### config.mk
export PLATFORM = sky130hd
export DESIGN_NAME = upf_top
export DESIGN_NICKNAME = d
export VERILOG_FILES = /design/src/upf_pkg.sv /design/src/upf_top.sv /design/src/upf_shutdown.sv
export SDC_FILE = /design/constraint.sdc
export NUM_CORES = 1
export LEC_CHECK = 0
export BUFFER_PORTS_ARGS = -buffer_cell sky130_fd_sc_hd__clkbuf_2
export CELL_PAD_IN_SITES_DETAIL_PLACEMENT = 1
export CELL_PAD_IN_SITES_GLOBAL_PLACEMENT = 1
export CORE_ASPECT_RATIO = 0.5
export CORE_MARGIN = 5
export CORE_UTILIZATION = 36
export CTS_BUF_LIST = sky130_fd_sc_hd__clkbuf_16
export DETAILED_ROUTE_END_ITERATION = 16
export PLACE_DENSITY_LB_ADDON = 0.1
export SLEW_MARGIN = 20
export SYNTH_ARGS = -nofsm -noshare
export SYNTH_HDL_FRONTEND = slang
export SYNTH_SLANG_ARGS = --single-unit
### constraint.sdc
create_clock -name clk -period 3.2 [get_ports clk]
set_input_delay 0.64 -clock clk [delete_from_list [all_inputs] [get_ports clk]]
set_output_delay 0.64 -clock clk [all_outputs]
set_load 0.05 [all_outputs]
### src/upf_pkg.sv
package upf_pkg;

    // Register word offsets (byte addresses, one aligned word each).
    localparam logic [7:0] ADDR_POWER_CONTROL = 8'h00;
    localparam logic [7:0] ADDR_FRAME_LOW = 8'h04;
    localparam logic [7:0] ADDR_FRAME_HIGH = 8'h08;
    localparam logic [7:0] ADDR_IRQ_STATUS = 8'h0c;
    localparam logic [7:0] ADDR_IRQ_MASK = 8'h10;

    // Power control field positions.
    localparam int BIT_POWER_ENABLE = 0;
    localparam int BIT_SUSPEND = 1;
    localparam int BIT_BUSY = 3;
    localparam int BIT_SLEEP_GUARD = 4;
    localparam int BIT_ACT_PENDING = 7;

    // Interrupt status and mask field positions.
    localparam int BIT_IRQ_ACTIVITY = 0;
    localparam int BIT_IRQ_SOF = 1;
    localparam int IRQ_BITS = 2;

    // Frame number layout.
    localparam int FRAME_BITS = 11;
    localparam int FRAME_LOW_BITS = 8;
    localparam int FRAME_HIGH_BITS = 3;

    // Values after reset.
    localparam logic [7:0] RESET_POWER_CONTROL = 8'h00;
    localparam logic [10:0] RESET_FRAME = 11'h000;
    localparam logic [1:0] RESET_IRQ = 2'h0;

    // Time the module stays busy after power-enable is cleared.
    localparam int SHUTDOWN_NS = 400;
    localparam int CLK_PERIOD_NS = 40;
    localparam int SHUTDOWN_CYCLES = (SHUTDOWN_NS + CLK_PERIOD_NS - 1) / CLK_PERIOD_NS;

    // Shutdown sequencer states, one bit changing per step except drain back to off.
    typedef enum logic [1:0] {
        UPF_OFF = 2'b00,
        UPF_ON = 2'b01,
        UPF_DRAIN = 2'b11
    } upf_state_e;

    // Register bus request.
    typedef struct packed {
        logic [7:0] addr;
        logic [31:0] wdata;
        logic wr;
        logic rd;
    } upf_bus_s;

endpackage

### src/upf_top.sv
// The plain strobed port and the register addresses were chosen for this implementation.
`timescale 1ns/100ps
module upf_top #(
    parameter int DRAIN_CYCLES = upf_pkg::SHUTDOWN_CYCLES
) (
    // Clock and reset.
    input wire logic clk,
    input wire logic resetn,
    // Register bus.
    input wire logic [7:0] bus_addr,
    input wire logic [31:0] bus_wdata,
    input wire logic bus_wr,
    input wire logic bus_rd,
    output logic [31:0] bus_rdata,
    // USB link events from the serial engine.
    input wire logic bus_activity,
    input wire logic sof_valid,
    input wire logic [upf_pkg::FRAME_BITS-1:0] sof_frame,
    input wire logic notify_pending,
    // Power and clock controls.
    output logic usb_clk_enable,
    output logic xcvr_low_power,
    output logic pins_usb_owned,
    output logic analog_enable,
    output logic outputs_enable,
    output logic sleep_block,
    // Interrupt.
    output logic irq
);
    import upf_pkg::*;

    ////////////////////////////////////////////////////////////////////////////
    // Control and status state.

    upf_bus_s req;
    logic power_enable;
    logic suspend;
    logic sleep_guard;
    logic busy_soft;
    logic busy_hw;
    logic act_pending;
    logic [FRAME_BITS-1:0] frame;
    logic [IRQ_BITS-1:0] irq_status;
    logic [IRQ_BITS-1:0] irq_mask;
    logic [IRQ_BITS-1:0] events;
    logic [31:0] next_rdata;

    assign req = '{addr: bus_addr, wdata: bus_wdata, wr: bus_wr, rd: bus_rd};

    // Returns true when a write hits the given offset.
    function automatic logic wr_hit(input upf_bus_s r, input logic [7:0] a);
        return r.wr && (r.addr == a);
    endfunction

    // Shutdown sequencer that produces the hardware busy indication.
    upf_shutdown #(
        .DRAIN_CYCLES(DRAIN_CYCLES)
    ) u_shutdown (
        .clk(clk),
        .resetn(resetn),
        .enable(power_enable),
        .busy(busy_hw)
    );

    ////////////////////////////////////////////////////////////////////////////
    // Power control register; writable bits reset to zero.

    always_ff @(posedge clk or negedge resetn) begin
        if (!resetn) begin
            power_enable <= RESET_POWER_CONTROL[BIT_POWER_ENABLE];
            suspend <= RESET_POWER_CONTROL[BIT_SUSPEND];
            sleep_guard <= RESET_POWER_CONTROL[BIT_SLEEP_GUARD];
            busy_soft <= RESET_POWER_CONTROL[BIT_BUSY];
        end else if (wr_hit(req, ADDR_POWER_CONTROL)) begin
            power_enable <= req.wdata[BIT_POWER_ENABLE];
            suspend <= req.wdata[BIT_SUSPEND];
            sleep_guard <= req.wdata[BIT_SLEEP_GUARD];
            busy_soft <= req.wdata[BIT_BUSY];
        end
    end

    ////////////////////////////////////////////////////////////////////////////
    // Activity pending: set on activity, cleared when the interrupt is raised.
    // The pending state lasts one cycle after the last activity: the status bit is raised on the next edge.

    always_ff @(posedge clk or negedge resetn) begin
        if (!resetn) begin
            act_pending <= 1'b0;
        end else if (bus_activity && power_enable) begin
            act_pending <= 1'b1;
        end else if (act_pending) begin
            act_pending <= 1'b0;
        end
    end

    ////////////////////////////////////////////////////////////////////////////
    // Frame number capture on each start-of-frame token received while powered and not suspended.

    always_ff @(posedge clk or negedge resetn) begin
        if (!resetn) begin
            frame <= RESET_FRAME;
        end else if (sof_valid && power_enable && !suspend) begin
            frame <= sof_frame;
        end
    end

    ////////////////////////////////////////////////////////////////////////////
    // Interrupt status (write one to clear, set wins) and mask.

    assign events[BIT_IRQ_ACTIVITY] = act_pending;
    assign events[BIT_IRQ_SOF] = sof_valid && power_enable && !suspend;

    always_ff @(posedge clk or negedge resetn) begin
        if (!resetn) begin
            irq_status <= RESET_IRQ;
        end else begin
            for (int i = 0; i < IRQ_BITS; i++) begin
                if (events[i]) begin
                    irq_status[i] <= 1'b1;
                end else if (wr_hit(req, ADDR_IRQ_STATUS) && req.wdata[i]) begin
                    irq_status[i] <= 1'b0;
                end
            end
        end
    end

    always_ff @(posedge clk or negedge resetn) begin
        if (!resetn) begin
            irq_mask <= RESET_IRQ;
        end else if (wr_hit(req, ADDR_IRQ_MASK)) begin
            irq_mask <= req.wdata[IRQ_BITS-1:0];
        end
    end

    assign irq = |(irq_status & irq_mask);

    ////////////////////////////////////////////////////////////////////////////
    // Power outputs.

    // The USB clock runs only when powered and not suspended.
    assign usb_clk_enable = power_enable && !suspend;
    assign xcvr_low_power = !power_enable || suspend;
    // Disabled module releases pins, holds outputs, shuts analog.
    assign pins_usb_owned = power_enable;
    assign analog_enable = power_enable;
    assign outputs_enable = power_enable && !suspend;
    // Sleep is blocked only while the guard is set.
    assign sleep_block = sleep_guard && (bus_activity || act_pending || notify_pending);

    ////////////////////////////////////////////////////////////////////////////
    // Read data, one cycle after the strobe; unmapped offsets read zero.

    always_comb begin
        next_rdata = 32'h0000_0000;
        unique case (req.addr)
            ADDR_POWER_CONTROL: begin
                next_rdata[BIT_POWER_ENABLE] = power_enable;
                next_rdata[BIT_SUSPEND] = suspend;
                next_rdata[BIT_BUSY] = busy_hw || busy_soft;
                next_rdata[BIT_SLEEP_GUARD] = sleep_guard;
                next_rdata[BIT_ACT_PENDING] = act_pending;
            end
            ADDR_FRAME_LOW: begin
                next_rdata[FRAME_LOW_BITS-1:0] = frame[FRAME_LOW_BITS-1:0];
            end
            ADDR_FRAME_HIGH: begin
                next_rdata[FRAME_HIGH_BITS-1:0] = frame[FRAME_BITS-1:FRAME_LOW_BITS];
            end
            ADDR_IRQ_STATUS: begin
                next_rdata[IRQ_BITS-1:0] = irq_status;
            end
            ADDR_IRQ_MASK: begin
                next_rdata[IRQ_BITS-1:0] = irq_mask;
            end
            default: begin
                next_rdata = 32'h0000_0000;
            end
        endcase
    end

    always_ff @(posedge clk or negedge resetn) begin
        if (!resetn) begin
            bus_rdata <= 32'h0000_0000;
        end else if (req.rd) begin
            bus_rdata <= next_rdata;
        end else begin
            bus_rdata <= 32'h0000_0000;
        end
    end

    ////////////////////////////////////////////////////////////////////////////
    // Checks.

    AST_PEND_SET: assert property (@(posedge clk) disable iff (!resetn)
        (bus_activity && power_enable) |=> act_pending)
        else $error("Pending flag not set after activity.");

    AST_PEND_CLEAR: assert property (@(posedge clk) disable iff (!resetn)
        (act_pending && !(bus_activity && power_enable)) |=> (!act_pending && irq_status[0]))
        else $error("Pending flag not cleared on interrupt.");

    AST_SLEEP_GUARD: assert property (@(posedge clk) disable iff (!resetn)
        !sleep_guard |-> !sleep_block)
        else $error("Sleep blocked without guard.");

    AST_SLEEP_BLOCK: assert property (@(posedge clk) disable iff (!resetn)
        (sleep_guard && notify_pending) |-> sleep_block)
        else $error("Sleep not blocked with pending notification.");

    AST_BUSY_ON: assert property (@(posedge clk) disable iff (!resetn)
        (power_enable && $past(power_enable)) |-> busy_hw)
        else $error("Module not busy while on.");

    AST_BUSY_DRAIN: assert property (@(posedge clk) disable iff (!resetn)
        $fell(power_enable) |-> busy_hw)
        else $error("Busy dropped at turn-off.");

    AST_SUSPEND: assert property (@(posedge clk) disable iff (!resetn)
        suspend |-> (!usb_clk_enable && xcvr_low_power))
        else $error("Clock running in suspend.");

    AST_POWER_OFF: assert property (@(posedge clk) disable iff (!resetn)
        !power_enable |-> (!pins_usb_owned && !analog_enable && !outputs_enable))
        else $error("Outputs active while disabled.");

    AST_FRAME_CAPTURE: assert property (@(posedge clk) disable iff (!resetn)
        (sof_valid && usb_clk_enable) |=> (frame == $past(sof_frame)))
        else $error("Frame number not captured.");

    AST_FRAME_HIGH_READ: assert property (@(posedge clk) disable iff (!resetn)
        (bus_rd && bus_addr == ADDR_FRAME_HIGH) |=> (bus_rdata[31:3] == 29'h0))
        else $error("Frame high upper bits not zero.");

    AST_PEND_RO: assert property (@(posedge clk) disable iff (!resetn)
        (bus_wr && bus_addr == ADDR_POWER_CONTROL && !act_pending && !bus_activity)
        |=> !act_pending)
        else $error("Pending flag written by software.");

    AST_PEND_QUIET: assert property (@(posedge clk) disable iff (!resetn)
        (!act_pending && !(bus_activity && power_enable)) |=> !act_pending)
        else $error("Pending flag set without activity.");

    AST_PEND_READ: assert property (@(posedge clk) disable iff (!resetn)
        (bus_rd && bus_addr == ADDR_POWER_CONTROL)
        |=> (bus_rdata[BIT_ACT_PENDING] == $past(act_pending)))
        else $error("Pending flag read back wrong.");

    AST_SLEEP_ACTIVITY: assert property (@(posedge clk) disable iff (!resetn)
        (sleep_guard && bus_activity) |-> sleep_block)
        else $error("Sleep not blocked during bus activity.");

    ////////////////////////////////////////////////////////////////////////////
    // Register read and write checks, with output, frame hold and token status checks.

    AST_BUSY_READ: assert property (@(posedge clk) disable iff (!resetn)
        (bus_rd && bus_addr == ADDR_POWER_CONTROL && busy_hw) |=> bus_rdata[BIT_BUSY])
        else $error("Busy bit reads zero while busy.");

    AST_READY_READ: assert property (@(posedge clk) disable iff (!resetn)
        (bus_rd && bus_addr == ADDR_POWER_CONTROL && !busy_hw && !busy_soft && !power_enable)
        |=> !bus_rdata[BIT_BUSY])
        else $error("Busy bit reads one while ready.");

    AST_RESUME: assert property (@(posedge clk) disable iff (!resetn)
        (power_enable && !suspend) |-> (usb_clk_enable && !xcvr_low_power))
        else $error("Clock gated outside suspend.");

    AST_POWER_ON: assert property (@(posedge clk) disable iff (!resetn)
        power_enable |-> (pins_usb_owned && analog_enable))
        else $error("Pins or analog released while enabled.");

    AST_FRAME_HOLD: assert property (@(posedge clk) disable iff (!resetn)
        !(sof_valid && usb_clk_enable) |=> $stable(frame))
        else $error("Frame number changed without a token.");

    AST_FRAME_LOW_READ: assert property (@(posedge clk) disable iff (!resetn)
        (bus_rd && bus_addr == ADDR_FRAME_LOW)
        |=> (bus_rdata == {24'h00_0000, $past(frame[7:0])}))
        else $error("Frame low read back wrong.");

    AST_FRAME_HIGH_VALUE: assert property (@(posedge clk) disable iff (!resetn)
        (bus_rd && bus_addr == ADDR_FRAME_HIGH) |=> (bus_rdata[2:0] == $past(frame[10:8])))
        else $error("Frame high read back wrong.");

    AST_CTRL_RESERVED: assert property (@(posedge clk) disable iff (!resetn)
        (bus_rd && bus_addr == ADDR_POWER_CONTROL)
        |=> (bus_rdata[31:8] == 24'h00_0000 && bus_rdata[6:5] == 2'h0 && !bus_rdata[2]))
        else $error("Unused control bits not zero.");

    AST_CTRL_WRITE: assert property (@(posedge clk) disable iff (!resetn)
        (bus_wr && bus_addr == ADDR_POWER_CONTROL)
        |=> (power_enable == $past(bus_wdata[BIT_POWER_ENABLE])
            && suspend == $past(bus_wdata[BIT_SUSPEND])
            && sleep_guard == $past(bus_wdata[BIT_SLEEP_GUARD])))
        else $error("Control write did not land.");

    AST_RDATA_IDLE: assert property (@(posedge clk) disable iff (!resetn)
        !bus_rd |=> (bus_rdata == 32'h0000_0000))
        else $error("Read data not zero outside a read.");

    AST_SOF_IRQ: assert property (@(posedge clk) disable iff (!resetn)
        (sof_valid && usb_clk_enable) |=> irq_status[BIT_IRQ_SOF])
        else $error("Token did not raise its status bit.");

endmodule

### src/upf_shutdown.sv
`timescale 1ns/100ps
// Keeps the module busy while it is on and for a drain time after it is turned off.
module upf_shutdown #(
    parameter int DRAIN_CYCLES = upf_pkg::SHUTDOWN_CYCLES
) (
    // Clock and reset.
    input wire logic clk,
    input wire logic resetn,
    // Control and status.
    input wire logic enable,
    output logic busy
);
    import upf_pkg::*;

    // Refuses drain times that the 8-bit down-counter cannot hold.
    if (DRAIN_CYCLES < 1 || DRAIN_CYCLES > 255) begin : g_bad_drain
        $error("DRAIN_CYCLES out of range");
    end

    upf_state_e state;
    logic [7:0] count;

    // Sequencer: off, on, and draining back to off.
    always_ff @(posedge clk or negedge resetn) begin
        if (!resetn) begin
            state <= UPF_OFF;
            count <= 8'h00;
        end else begin
            unique case (state)
                UPF_OFF: begin
                    if (enable) begin
                        state <= UPF_ON;
                    end
                end
                UPF_ON: begin
                    if (!enable) begin
                        state <= UPF_DRAIN;
                        count <= 8'(DRAIN_CYCLES - 1);
                    end
                end
                UPF_DRAIN: begin
                    // A premature re-enable goes back on once the count reaches zero, so busy never dips.
                    if (count == 8'h00) begin
                        state <= enable ? UPF_ON : UPF_OFF;
                    end else begin
                        count <= count - 8'h01;
                    end
                end
                default: begin
                    state <= UPF_OFF;
                end
            endcase
        end
    end

    // Busy while active or still draining.
    assign busy = (state != UPF_OFF);

endmodule

After elaboration in Yosys (flattened, before gate mapping)
Cells that the tools add are included.
{"block": "totals", "reg_bits": 62, "inputBits": 58, "out_inout_bits": 39, "word_cells": 69}
{"block": "op_classes", "add_sub_neg": 1, "n_eq_ne": 10, "muxes": 19, "n_bitwise": 1, "reduce_logical": 26}
{"op": "$mux 8", "n": 3}
{"op": "$eq 8x4->1 const B", "n": 2}
{"op": "$logic_not 8->1", "n": 2}
{"op": "$pmux 8 s2", "n": 1}
{"op": "$logic_and 1x1->1", "n": 10}
{"op": "$pmux 2 s5", "n": 1}
{"op": "$eq 8x3->1 const B", "n": 1}
{"op": "$eq 8x5->1 const B", "n": 1}
{"op": "$mux 2", "n": 4}
{"op": "$reduce_bool 2->1", "n": 4}
{"op": "$sub 8x1->8 const B", "n": 1}
{"op": "$mux 1", "n": 6}
{"op": "$ne 2x2->1 const B", "n": 3}
{"op": "$pmux 2 s3", "n": 1}
{"op": "$reduce_and 3->1", "n": 2}
{"op": "$logic_or 1x1->1", "n": 4}
{"op": "$pmux 1 s2", "n": 2}
{"op": "$pmux 2 s2", "n": 1}
{"op": "$and 2x2->2", "n": 1}
{"op": "$eq 2x1->1 const B", "n": 1}
{"op": "$eq 2x2->1 const B", "n": 1}
{"op": "$logic_not 1->1", "n": 2}
{"op": "$logic_not 2->1", "n": 1}
{"op": "$ne 2x1->1 const B", "n": 1}
{"op": "$reduce_or 2->1", "n": 1}

Depth between registers and ports, before layout
Gate-level depths: netlist of the first run.
{"block": "depth", "ltp_word": 5, "mapped_depth": 5, "mapped_depth_nobuf": 5}

Cells and area by module
Synthesis of the first run repeated with hierarchy kept, for this count alone.
{"block": "hier_totals", "hier_cells": 193, "hier_area_um2": 2083.2}
{"module": "upf_top", "instances": 1, "cells_per_inst": 126, "area_per_inst_um2": 1456.4, "seq_area_each_um2": 700.7}
{"module": "upf_shutdown", "instances": 1, "cells_per_inst": 67, "area_per_inst_um2": 626.9, "seq_area_each_um2": 250.2}

Worst setup path before layout of the first run
Ideal clock, no wire load.
{"block": "synth_path", "kind": "register to output", "start": "register power_enable, in the netlist analog_enable", "end": "output port usb_clk_enable", "arrival_time_ns": 1.958, "t_required_ns": 2.560, "path_slack_ns": 0.602, "path_stages_with_launch": 4, "n_path_buf": 1, "cell_sequence": "dfrtp_1 -> nand2b_1 -> inv_1 -> buf_4"}
{"block": "synth_between", "elab_chain_cells": 1}
{"element": "start: declaration", "line": "upf_top.sv:36", "text": "logic power_enable;"}
{"element": "start signal: assignment", "line": "upf_top.sv:70", "text": "power_enable <= RESET_POWER_CONTROL[BIT_POWER_ENABLE];"}
{"element": "start signal: assignment", "line": "upf_top.sv:75", "text": "power_enable <= req.wdata[BIT_POWER_ENABLE];"}
{"element": "$logic_and 1x1->1"}
{"element": "end: declaration", "line": "upf_top.sv:21", "text": "output logic usb_clk_enable,"}
No other way between the ends.

Final worst setup path of the first run
{"block": "layout_path", "start": "register power_enable, in the netlist analog_enable", "end": "output port outputs_enable"}
{"block": "layout_between", "elab_chain_cells": 1}
{"element": "$logic_and 1x1->1", "line": "upf_top.sv:146", "text": "assign outputs_enable = power_enable && !suspend;"}
{"element": "end: declaration", "line": "upf_top.sv:25", "text": "output logic outputs_enable,"}
No other way between the ends.

==> results by group, run 1 <==
Critical path
  – RR Startpoint: u_shutdown.count[0]
  – CP peak stage delay: 530 ps
  – Critical-path top delay cell: dfrtp_1
  – Critical-path maximum fanout: 10
  – Crit path from: analog_enable
  – Arrival @ worst endpoint: 1320 ps
  – Crit-path cells: nand2b_1 > inv_1 > clkbuf_2
  – Crit path kind: reg2out
  – Type of origin of the critical path: flip-flop
  – Worst EP required: 2560 ps
  – Worst setup EP type: output pin

Power and ir drop
  – Switch Pwr: 0.0004897 W
  – Design Power: 0.001492 W
  – Reg power frac: 43.0%
  – Sw Ratio: 32.82%
  – P_int: 0.001003 W
  – Clk pwr share: 31.1%
  – Combinational share of power: 25.9%
  – Maximum VDD drop: 0.0002330 V
  – Leakage: 1.184 nW
  – PwrDens: 642.6 nW/um2

Layout
  – Nets: 286
  – Area Growth Syn to Fin: 16.88%
  – Share of cells above drive strength 1: 33.92%
  – Diode count: 0

Global routing
  – Vias in the first global route: 1526
  – First-pass GRT wire length: 7.334 mm
  – GR Overflow Total: 0
  – Global Route Usage Sum: 12.86%
  – Largest net degree at the start of global routing: 39
  – Antenna violations before repair: 0

Synthesis
  – Yosys warnings: 0
  – EDFF count, synth: 0
  – Post-synth ARST share: 100.0%
  – Mean Syn Cell Area: 11.04 um2
  – Ys flop type: dfrtp_1
  – Sequential fraction of the synthesis area: 47.86%
  – Post-Synthesis Cells: 180
  – Unique masters post-synth: 43
  – Synthesized area: 1987 um2
  – Synth Register Bits: 38

STA
  – Fmax: 510.3 MHz
  – RSZ-0062 raised after global routing: no
  – Final hold vios: 0
  – Period utilization: 61.24%
  – Total negative slack: 0 ps
  – Worst-margin pin slew: 846.5 ps
  – Slew Limit Fails: 0
  – Endpoints failing setup: 0
  – Setup Skew: 4.945 ps
  – Tmin final: 1960 ps
  – Max-slew headroom: 43.57%

Clock network
  – CTS Hold Bufs: 0
  – Root Buffer: clkbuf_16
  – Worst-Skew Late Latency: 280 ps
  – Worst-case clock buffer depth: 2
  – Post-CTS setup buffers: 0
  – # clock sinks: 38
  – Cts repair resizes: 0
  – Clock transition at path regs: 50 ps
  – H-tree depth: 2
  – CTS tree: done
  – Inserted Clock Buffers: 5

Floorplan
  – Initial Util: 36.66%
  – Die area: 7195 um2
  – Ports: 97
  – Die H: 62.53 um
  – Core Rows: 19
  – Die Wd: 115.1 um
  – Core area: 5420 um2

Detailed routing
  – Post-route DRC: 0
  – Drt wl/cell: 14.85 um
  – Drt first pass iters: 4
  – Routed vias/inst: 4.790
  – Routed WL: 4.455 mm
  – Iter 0 DRT Violations: 44
  – Via Count: 1437
  – Final antenna-violating net count: 0

Place
  – Count of input and output buffers: 44
  – DPL Wire Length: 3.272 mm
  – GPL Wtd Cong: 0.7336

Job
  – Max_cap viols: 0

Run status
  – Status: finished, final reports clean

Min path
  – Hold/Removal Path Class: in2async
[cells in the mapped netlist, types with 2 or more instances]
master	instances	share of area [%]
dfrtp_1	38	48
buf_4	26	9.8
mux2_2	21	12
nor2_1	9	1.7
inv_1	8	1.5
mux2i_1	6	3.0
nand2_1	6	1.1
a21oi_1	5	1.3
nand3_1	5	1.3
and3_1	4	1.3
and4_1	4	1.8
nor4_1	4	1.3
o21ai_0	4	1.0
a22oi_1	2	0.76
and2_1	2	0.63
clkbuf_1	2	0.38
ha_1	2	1.3
nand2b_1	2	0.63
nor2b_1	2	0.63
nor3b_1	2	0.76
o211ai_1	2	0.76
o31ai_1	2	0.76
or3b_2	2	0.88
[per-layer routing]
layer / vias to the layer above / wire length [um] / global-route usage [%] / part of all wire [%]
met5: - / 0 / 0 / 0
li1: 683 / - / - / -
met4: 0 / 42 / 3.075 / 0.94
met3: 4 / 260 / 4.739 / 5.8
met2: 39 / 2208 / 21.69 / 50
met1: 711 / 1944 / 15.59 / 44
[registers in the layout, summed over array words and instances, names as in the netlist]
register and count:
frame 11, bus_rdata 8, u_shutdown.count 8, irq_mask 2, irq_status 2, u_shutdown.state 2, act_pending 1, analog_enable 1
busy_soft 1, sleep_guard 1, suspend 1
[cells in the final DEF (no fill, tap or decap), drive strengths merged, types with 2 or more instances in the layout]
| cell | synthesis | final |
|---|---|---|
| o21ai | 4 | 4 |
| buf | 27 | 2 |
| nor4 | 4 | 4 |
| a22oi | 2 | 2 |
| dfrtp | 38 | 38 |
| nand3 | 5 | 5 |
| nand2b | 2 | 2 |
| clkbuf | 2 | 48 |
| mux2 | 21 | 21 |
| clkinv | 0 | 3 |
| a21oi | 5 | 5 |
| conb | 1 | 24 |
| mux2i | 6 | 6 |
| or3b | 2 | 2 |
| or4 | 2 | 2 |
| and4 | 4 | 4 |
| nor3b | 2 | 2 |
| and2 | 2 | 2 |
| ha | 2 | 2 |
| o31ai | 2 | 2 |
| inv | 8 | 8 |
| nand2 | 6 | 6 |
| nor2 | 9 | 9 |
| o211ai | 2 | 2 |
| nor2b | 2 | 2 |
| and3 | 4 | 4 |
[kinds of logic (layout without fill, tap and decap cells)]
kind of cell    count (synthesis)  in the layout  share of synthesized area, %
buf+inv                        37             61                         11.90
flops                          38             38                         47.86
mux                            27             27                         14.92
compound gates                 21             21                         6.990
other cells                     1             24                        0.1887
simple gates                   54             54                         16.88
fa+ha+maj                       2              2                         1.259
[critical path, delay by kind of cell, from the launching register on]
kind | cells | cell delay [ps]
buf+inv | 2 | 380
simple gates | 1 | 130
flops | 1 | 530
[worst paths after layout]
kind	slack, ps	to	depth (start not counted)
max	1240	outputs_enable	3
min	470	bus_rdata[0]	1
max reg2reg	1380	u_shutdown.count[1]	5
min reg2reg	500	irq_status[0]	1
max in group asynchronous	2200	u_shutdown.count[5]	1
min in group clk	500	irq_status[0]	1
[power groups by stage]
| stage | sequential [W] | combinational (W) | clock, W |
|---|---|---|---|
| floorplan | 0.000629 | 0.000329 | 0 |
| global placement | 0.000645 | 0.000383 | 0 |
| detailed placement | 0.000648 | 0.000389 | 0 |
| CTS | 0.000640 | 0.000391 | 0.000484 |
| global route | 0.000656 | 0.000421 | 0.000506 |
| finish | 0.000641 | 0.000387 | 0.000464 |
[stage by stage]
| step | std cells | area (um2) | worst slack, ps | hold slack (ps) | util (%) |
|---|---|---|---|---|---|
| 2_1_floorplan | 203 | 2073 | 602.1 | 344.4 | - |
| 3_3_place_gp | 292 | 2186 | 1223 | 482.0 | 40.33 |
| 3_5_place_dp | 292 | 2186 | 1258 | 493.1 | 40.33 |
| 4_1_cts | 300 | 2322 | 1218 | 502.9 | 42.84 |
| 5_1_grt | 300 | 2322 | 1120 | 520.5 | 42.84 |
| 6_report | 300 | 2322 | 1240 | 466.0 | 42.84 |
[cell type report]
type | count | area [um2]
clock buffer | 5 | 125.1
clock inverter | 3 | 11.26
fill | 616 | 3098
inverter | 8 | 30.03
multi-input combinational | 128 | 885.9
sequential | 38 | 950.9
tap | 73 | 91.34
timing repair buffer | 45 | 227.7
(Power assumes the default switching activity.)
==> run 2: changes to the inputs <==
--- a/config.mk
+++ b/config.mk
@@ -5,12 +5,13 @@
 export SDC_FILE = /design/constraint.sdc
 export NUM_CORES = 1
 export LEC_CHECK = 0
+export ABC_AREA = 1
 export BUFFER_PORTS_ARGS = -buffer_cell sky130_fd_sc_hd__clkbuf_2
 export CELL_PAD_IN_SITES_DETAIL_PLACEMENT = 1
 export CELL_PAD_IN_SITES_GLOBAL_PLACEMENT = 1
 export CORE_ASPECT_RATIO = 0.5
 export CORE_MARGIN = 5
-export CORE_UTILIZATION = 36
+export CORE_UTILIZATION = 34
 export CTS_BUF_LIST = sky130_fd_sc_hd__clkbuf_16
 export DETAILED_ROUTE_END_ITERATION = 16
 export PLACE_DENSITY_LB_ADDON = 0.1
==> constraint.sdc (replaced) <==
create_clock -name clk -period 1.9 [get_ports clk]
set_input_delay 0.38 -clock clk [delete_from_list [all_inputs] [get_ports clk]]
set_output_delay 0.38 -clock clk [all_outputs]
set_load 0.05 [all_outputs]
==> run 2 against run 1 <==
Against the previous run:
- count of clock-buffer cells in the layout did not move
- critical endpoint is now sleep_block
- largest cell class unchanged
- cell area rose by 7.3%
- final cell count rose by 26%
- via count rose by 16%
- sequential power rose by 62%
- combinational power rose by 99%
==> results by group, run 2 <==
Run status
  – Status: finished, final reports clean

Critical path
  – Worst setup EP type: output pin
  – FF-to-FF setup slack: 460 ps (-920 ps)
  – Arrival @ worst endpoint: 1220 ps (-100 ps)
  – R2R cell count: 7 (+2)
  – Worst EP required: 1520 ps (-1040 ps)
  – Critical-path maximum fanout: 3 (-7)
  – R2R Path End: u_shutdown.count[0]
  – Crit path kind: reg2out
  – RR Startpoint: u_shutdown.count[0]
  – Type of origin of the critical path: flip-flop

Clock network
  – Post-CTS setup buffers: 0 (unchanged)
  – Cts repair resizes: 0 (unchanged)
  – H-tree depth: 2 (unchanged)
  – Inserted Clock Buffers: 5 (unchanged)
  – Worst-Skew Late Latency: 280 ps (about the same)
  – Worst-case clock buffer depth: 2 (unchanged)
  – CTS Hold Bufs: 0 (unchanged)
  – # clock sinks: 38 (unchanged)
  – Clock transition at path regs: 60 ps (about the same)
  – CTS tree: done
  – Root Buffer: clkbuf_16

STA
  – RSZ-0062 raised after global routing: no
  – Max-slew headroom: 51.32% (+7.8 points)
  – Tmin final: 1604 ps
  – Period utilization: 84.44%
  – Slew Limit Fails: 0 (unchanged)
  – Worst-margin pin slew: 730.2 ps (-116.3 ps)
  – Endpoints failing setup: 0 (unchanged)
  – Final hold vios: 0 (unchanged)
  – Total negative slack: 0 ps (unchanged)
  – Setup Skew: 3.363 ps (-1.581 ps)
  – Final worst slack: 295.6 ps (-944.6 ps)
  – Fmax: 623.3 MHz

Min path
  – Hold/Removal Path Class: in2async

Place
  – GPL Wtd Cong: 0.7331 (about the same)
  – DPL Wire Length: 3.911 mm (+20%)
  – Count of input and output buffers: 44 (unchanged)
  – Placed insts: 369 (+26%)
  – Setup WS pre-CTS: 379.2 ps (-878.8 ps)

Synthesis
  – Post-synth ARST share: 100.0% (unchanged)
  – Mean Syn Cell Area: 8.931 um2 (-19%)
  – EDFF count, synth: 0 (unchanged)
  – Top-count cell post-synth: dfrtp_1
  – Yosys warnings: 0 (unchanged)
  – Cell taking the most area after synthesis: dfrtp_1
  – Synth Register Bits: 38 (unchanged)
  – Synth top area share: 44.55% (-3.3 points)
  – Synthesized area: 2135 um2 (+7.4%)
  – Unique masters post-synth: 31 (-28%)
  – Post-Synthesis Cells: 239 (+33%)
  – Area contributors post-synth: dfrtp_1 45%, buf_4 9.1%, nand3_1 5.6%
  – Sequential fraction of the synthesis area: 44.55% (-3.3 points)
  – Top cells by instance count after synthesis: 38 x dfrtp_1, 31 x nand2_1, 26 x buf_4, 24 x nand3_1, 23 x inv_1
  – Ys flop type: dfrtp_1

Layout
  – Diode count: 0 (unchanged)
  – Area Growth Syn to Fin: 16.76% (about the same)
  – Max FFs per register: 11 (unchanged)
  – Commonest non-fill, non-tap cell in the layout: clkbuf_2
  – Commonest cells after routing, fill and taps aside: 44 x clkbuf_2, 38 x dfrtp_1, 31 x nand2_1
  – Share of cells above drive strength 1: 32.87% (-1.0 points)
  – Final Instance Count excl. Fillers: 377 (+26%)
  – Most flop-heavy register: frame
  – Nets: 348 (+22%)
  – Biggest registers after layout: frame: 11 flops, bus_rdata: 8 flops, u_shutdown.count: 8 flops
  – Final Util: 40.99% (-1.9 points)

Floorplan
  – Die Wd: 122.1 um (+6.1%)
  – Ports: 97 (unchanged)
  – Die H: 66.03 um (+5.6%)
  – Initial Util: 35.10% (-1.6 points)
  – Core Rows: 20 (+1)
  – Core area: 6081 um2 (+12%)
  – Die area: 8059 um2 (+12%)

Global routing
  – Met3 usage: 3.675% (-1.1 points)
  – GRT met2 Usage: 24.93% (+3.2 points)
  – First-pass GRT wire length: 8.411 mm (+15%)
  – Vias in the first global route: 1734 (+14%)
  – Largest net degree at the start of global routing: 29 (-26%)
  – GR peak layer: met2
  – Antenna violations before repair: 0 (unchanged)
  – Global Route Usage Sum: 13.48% (+0.61 points)
  – Met1 Use GR: 15.58% (about the same)
  – GR Overflow Total: 0 (unchanged)

Detailed routing
  – Post-route DRC: 0 (unchanged)
  – Routed vias/inst: 4.427 (-7.6%)
  – Routed WL: 4.972 mm (+12%)
  – Final antenna-violating net count: 0 (unchanged)
  – Iter 0 DRT Violations: 56 (+27%)
  – Drt wl/cell: 13.19 um (-11%)
  – Drt first pass iters: 4 (unchanged)
  – Via Count: 1669 (+16%)

Power and ir drop
  – PwrDens: 1042 nW/um2 (+62%)
  – Design Power: 0.002597 W (+74%)
  – Maximum VDD drop: 0.0004063 V (+74%)
  – Leakage: 1.345 nW (+14%)

Job
  – Max_cap viols: 0 (unchanged)
==> run 2: cell types whose count changed after synthesis, sizes merged, moves of 4 or more <==
cell   before  now
and3        4    0
and4        4    0
inv         8   30
mux2       21    5
mux2i       6    0
nand2       6   40
nand3       5   26
nor2        9   29
nor4        4    0
o21ai       4   16
==> run 2: area by class of cell <==
type	count	area (um2)
clock buffers	5	125.1
clock inverters	3	11.26
fillers	767	3588
inverters	31	117.6
multi-input cells	165	934.6
flip-flops and latches	38	950.9
well taps	88	110.1
repair buffers	47	242.7
==> run 2: worst max-delay path, stage by stage (launching register included) <==
cell,delay (ps)
dfrtp_1,400
o31a_1,300
clkbuf_2,240
==> run 2: metal layers <==
layer | vias to the layer above | wire [um]
li1 | 811 | -
met1 | 817 | 2126
met2 | 33 | 2527
met3 | 8 | 266
met4 | 0 | 51
met5 | - | 0
==> run 2: cells by family after synthesis <==
| group | count (synthesis) | share of synthesized area, % |
|---|---|---|
| AO/OA/AOI/OAI | 28 | 8.968 |
| XOR/XNOR | 4 | 1.642 |
| adder cells (fa/ha/maj) | 2 | 1.172 |
| buffers and inverters | 59 | 15.71 |
| flip-flops | 38 | 44.55 |
| multiplexers | 5 | 3.517 |
| other | 1 | 0.1757 |
| AND/OR/NAND/NOR | 102 | 24.27 |
==> run 2: worst max path at each step <==
stage	depth (start not counted)	slack (ps)	end	from
floorplan	3	70	xcvr_low_power	analog_enable
global placement	6	360	bus_rdata[2]	bus_addr[0]
detailed placement	6	380	bus_rdata[7]	bus_addr[1]
CTS	2	270	sleep_block	act_pending
global route	2	240	sleep_block	act_pending
finish	2	300	sleep_block	act_pending
==> run 2: through the flow <==
| stage | instance area (um2) | hold slack, ps |
|---|---|---|
| final | 2492 | 152.9 |
| after global routing | 2492 | 217.1 |
| after CTS | 2492 | 176.6 |
| after detailed placement | 2356 | 476.9 |
| after global placement | 2356 | 471.4 |
| after floorplan | 2221 | 84.41 |
==> run 2: power by group <==
part           internal (W)  switching [W]
combinational      0.000240       0.000529
clock              0.000472       0.000313
sequential         0.000951      0.0000914
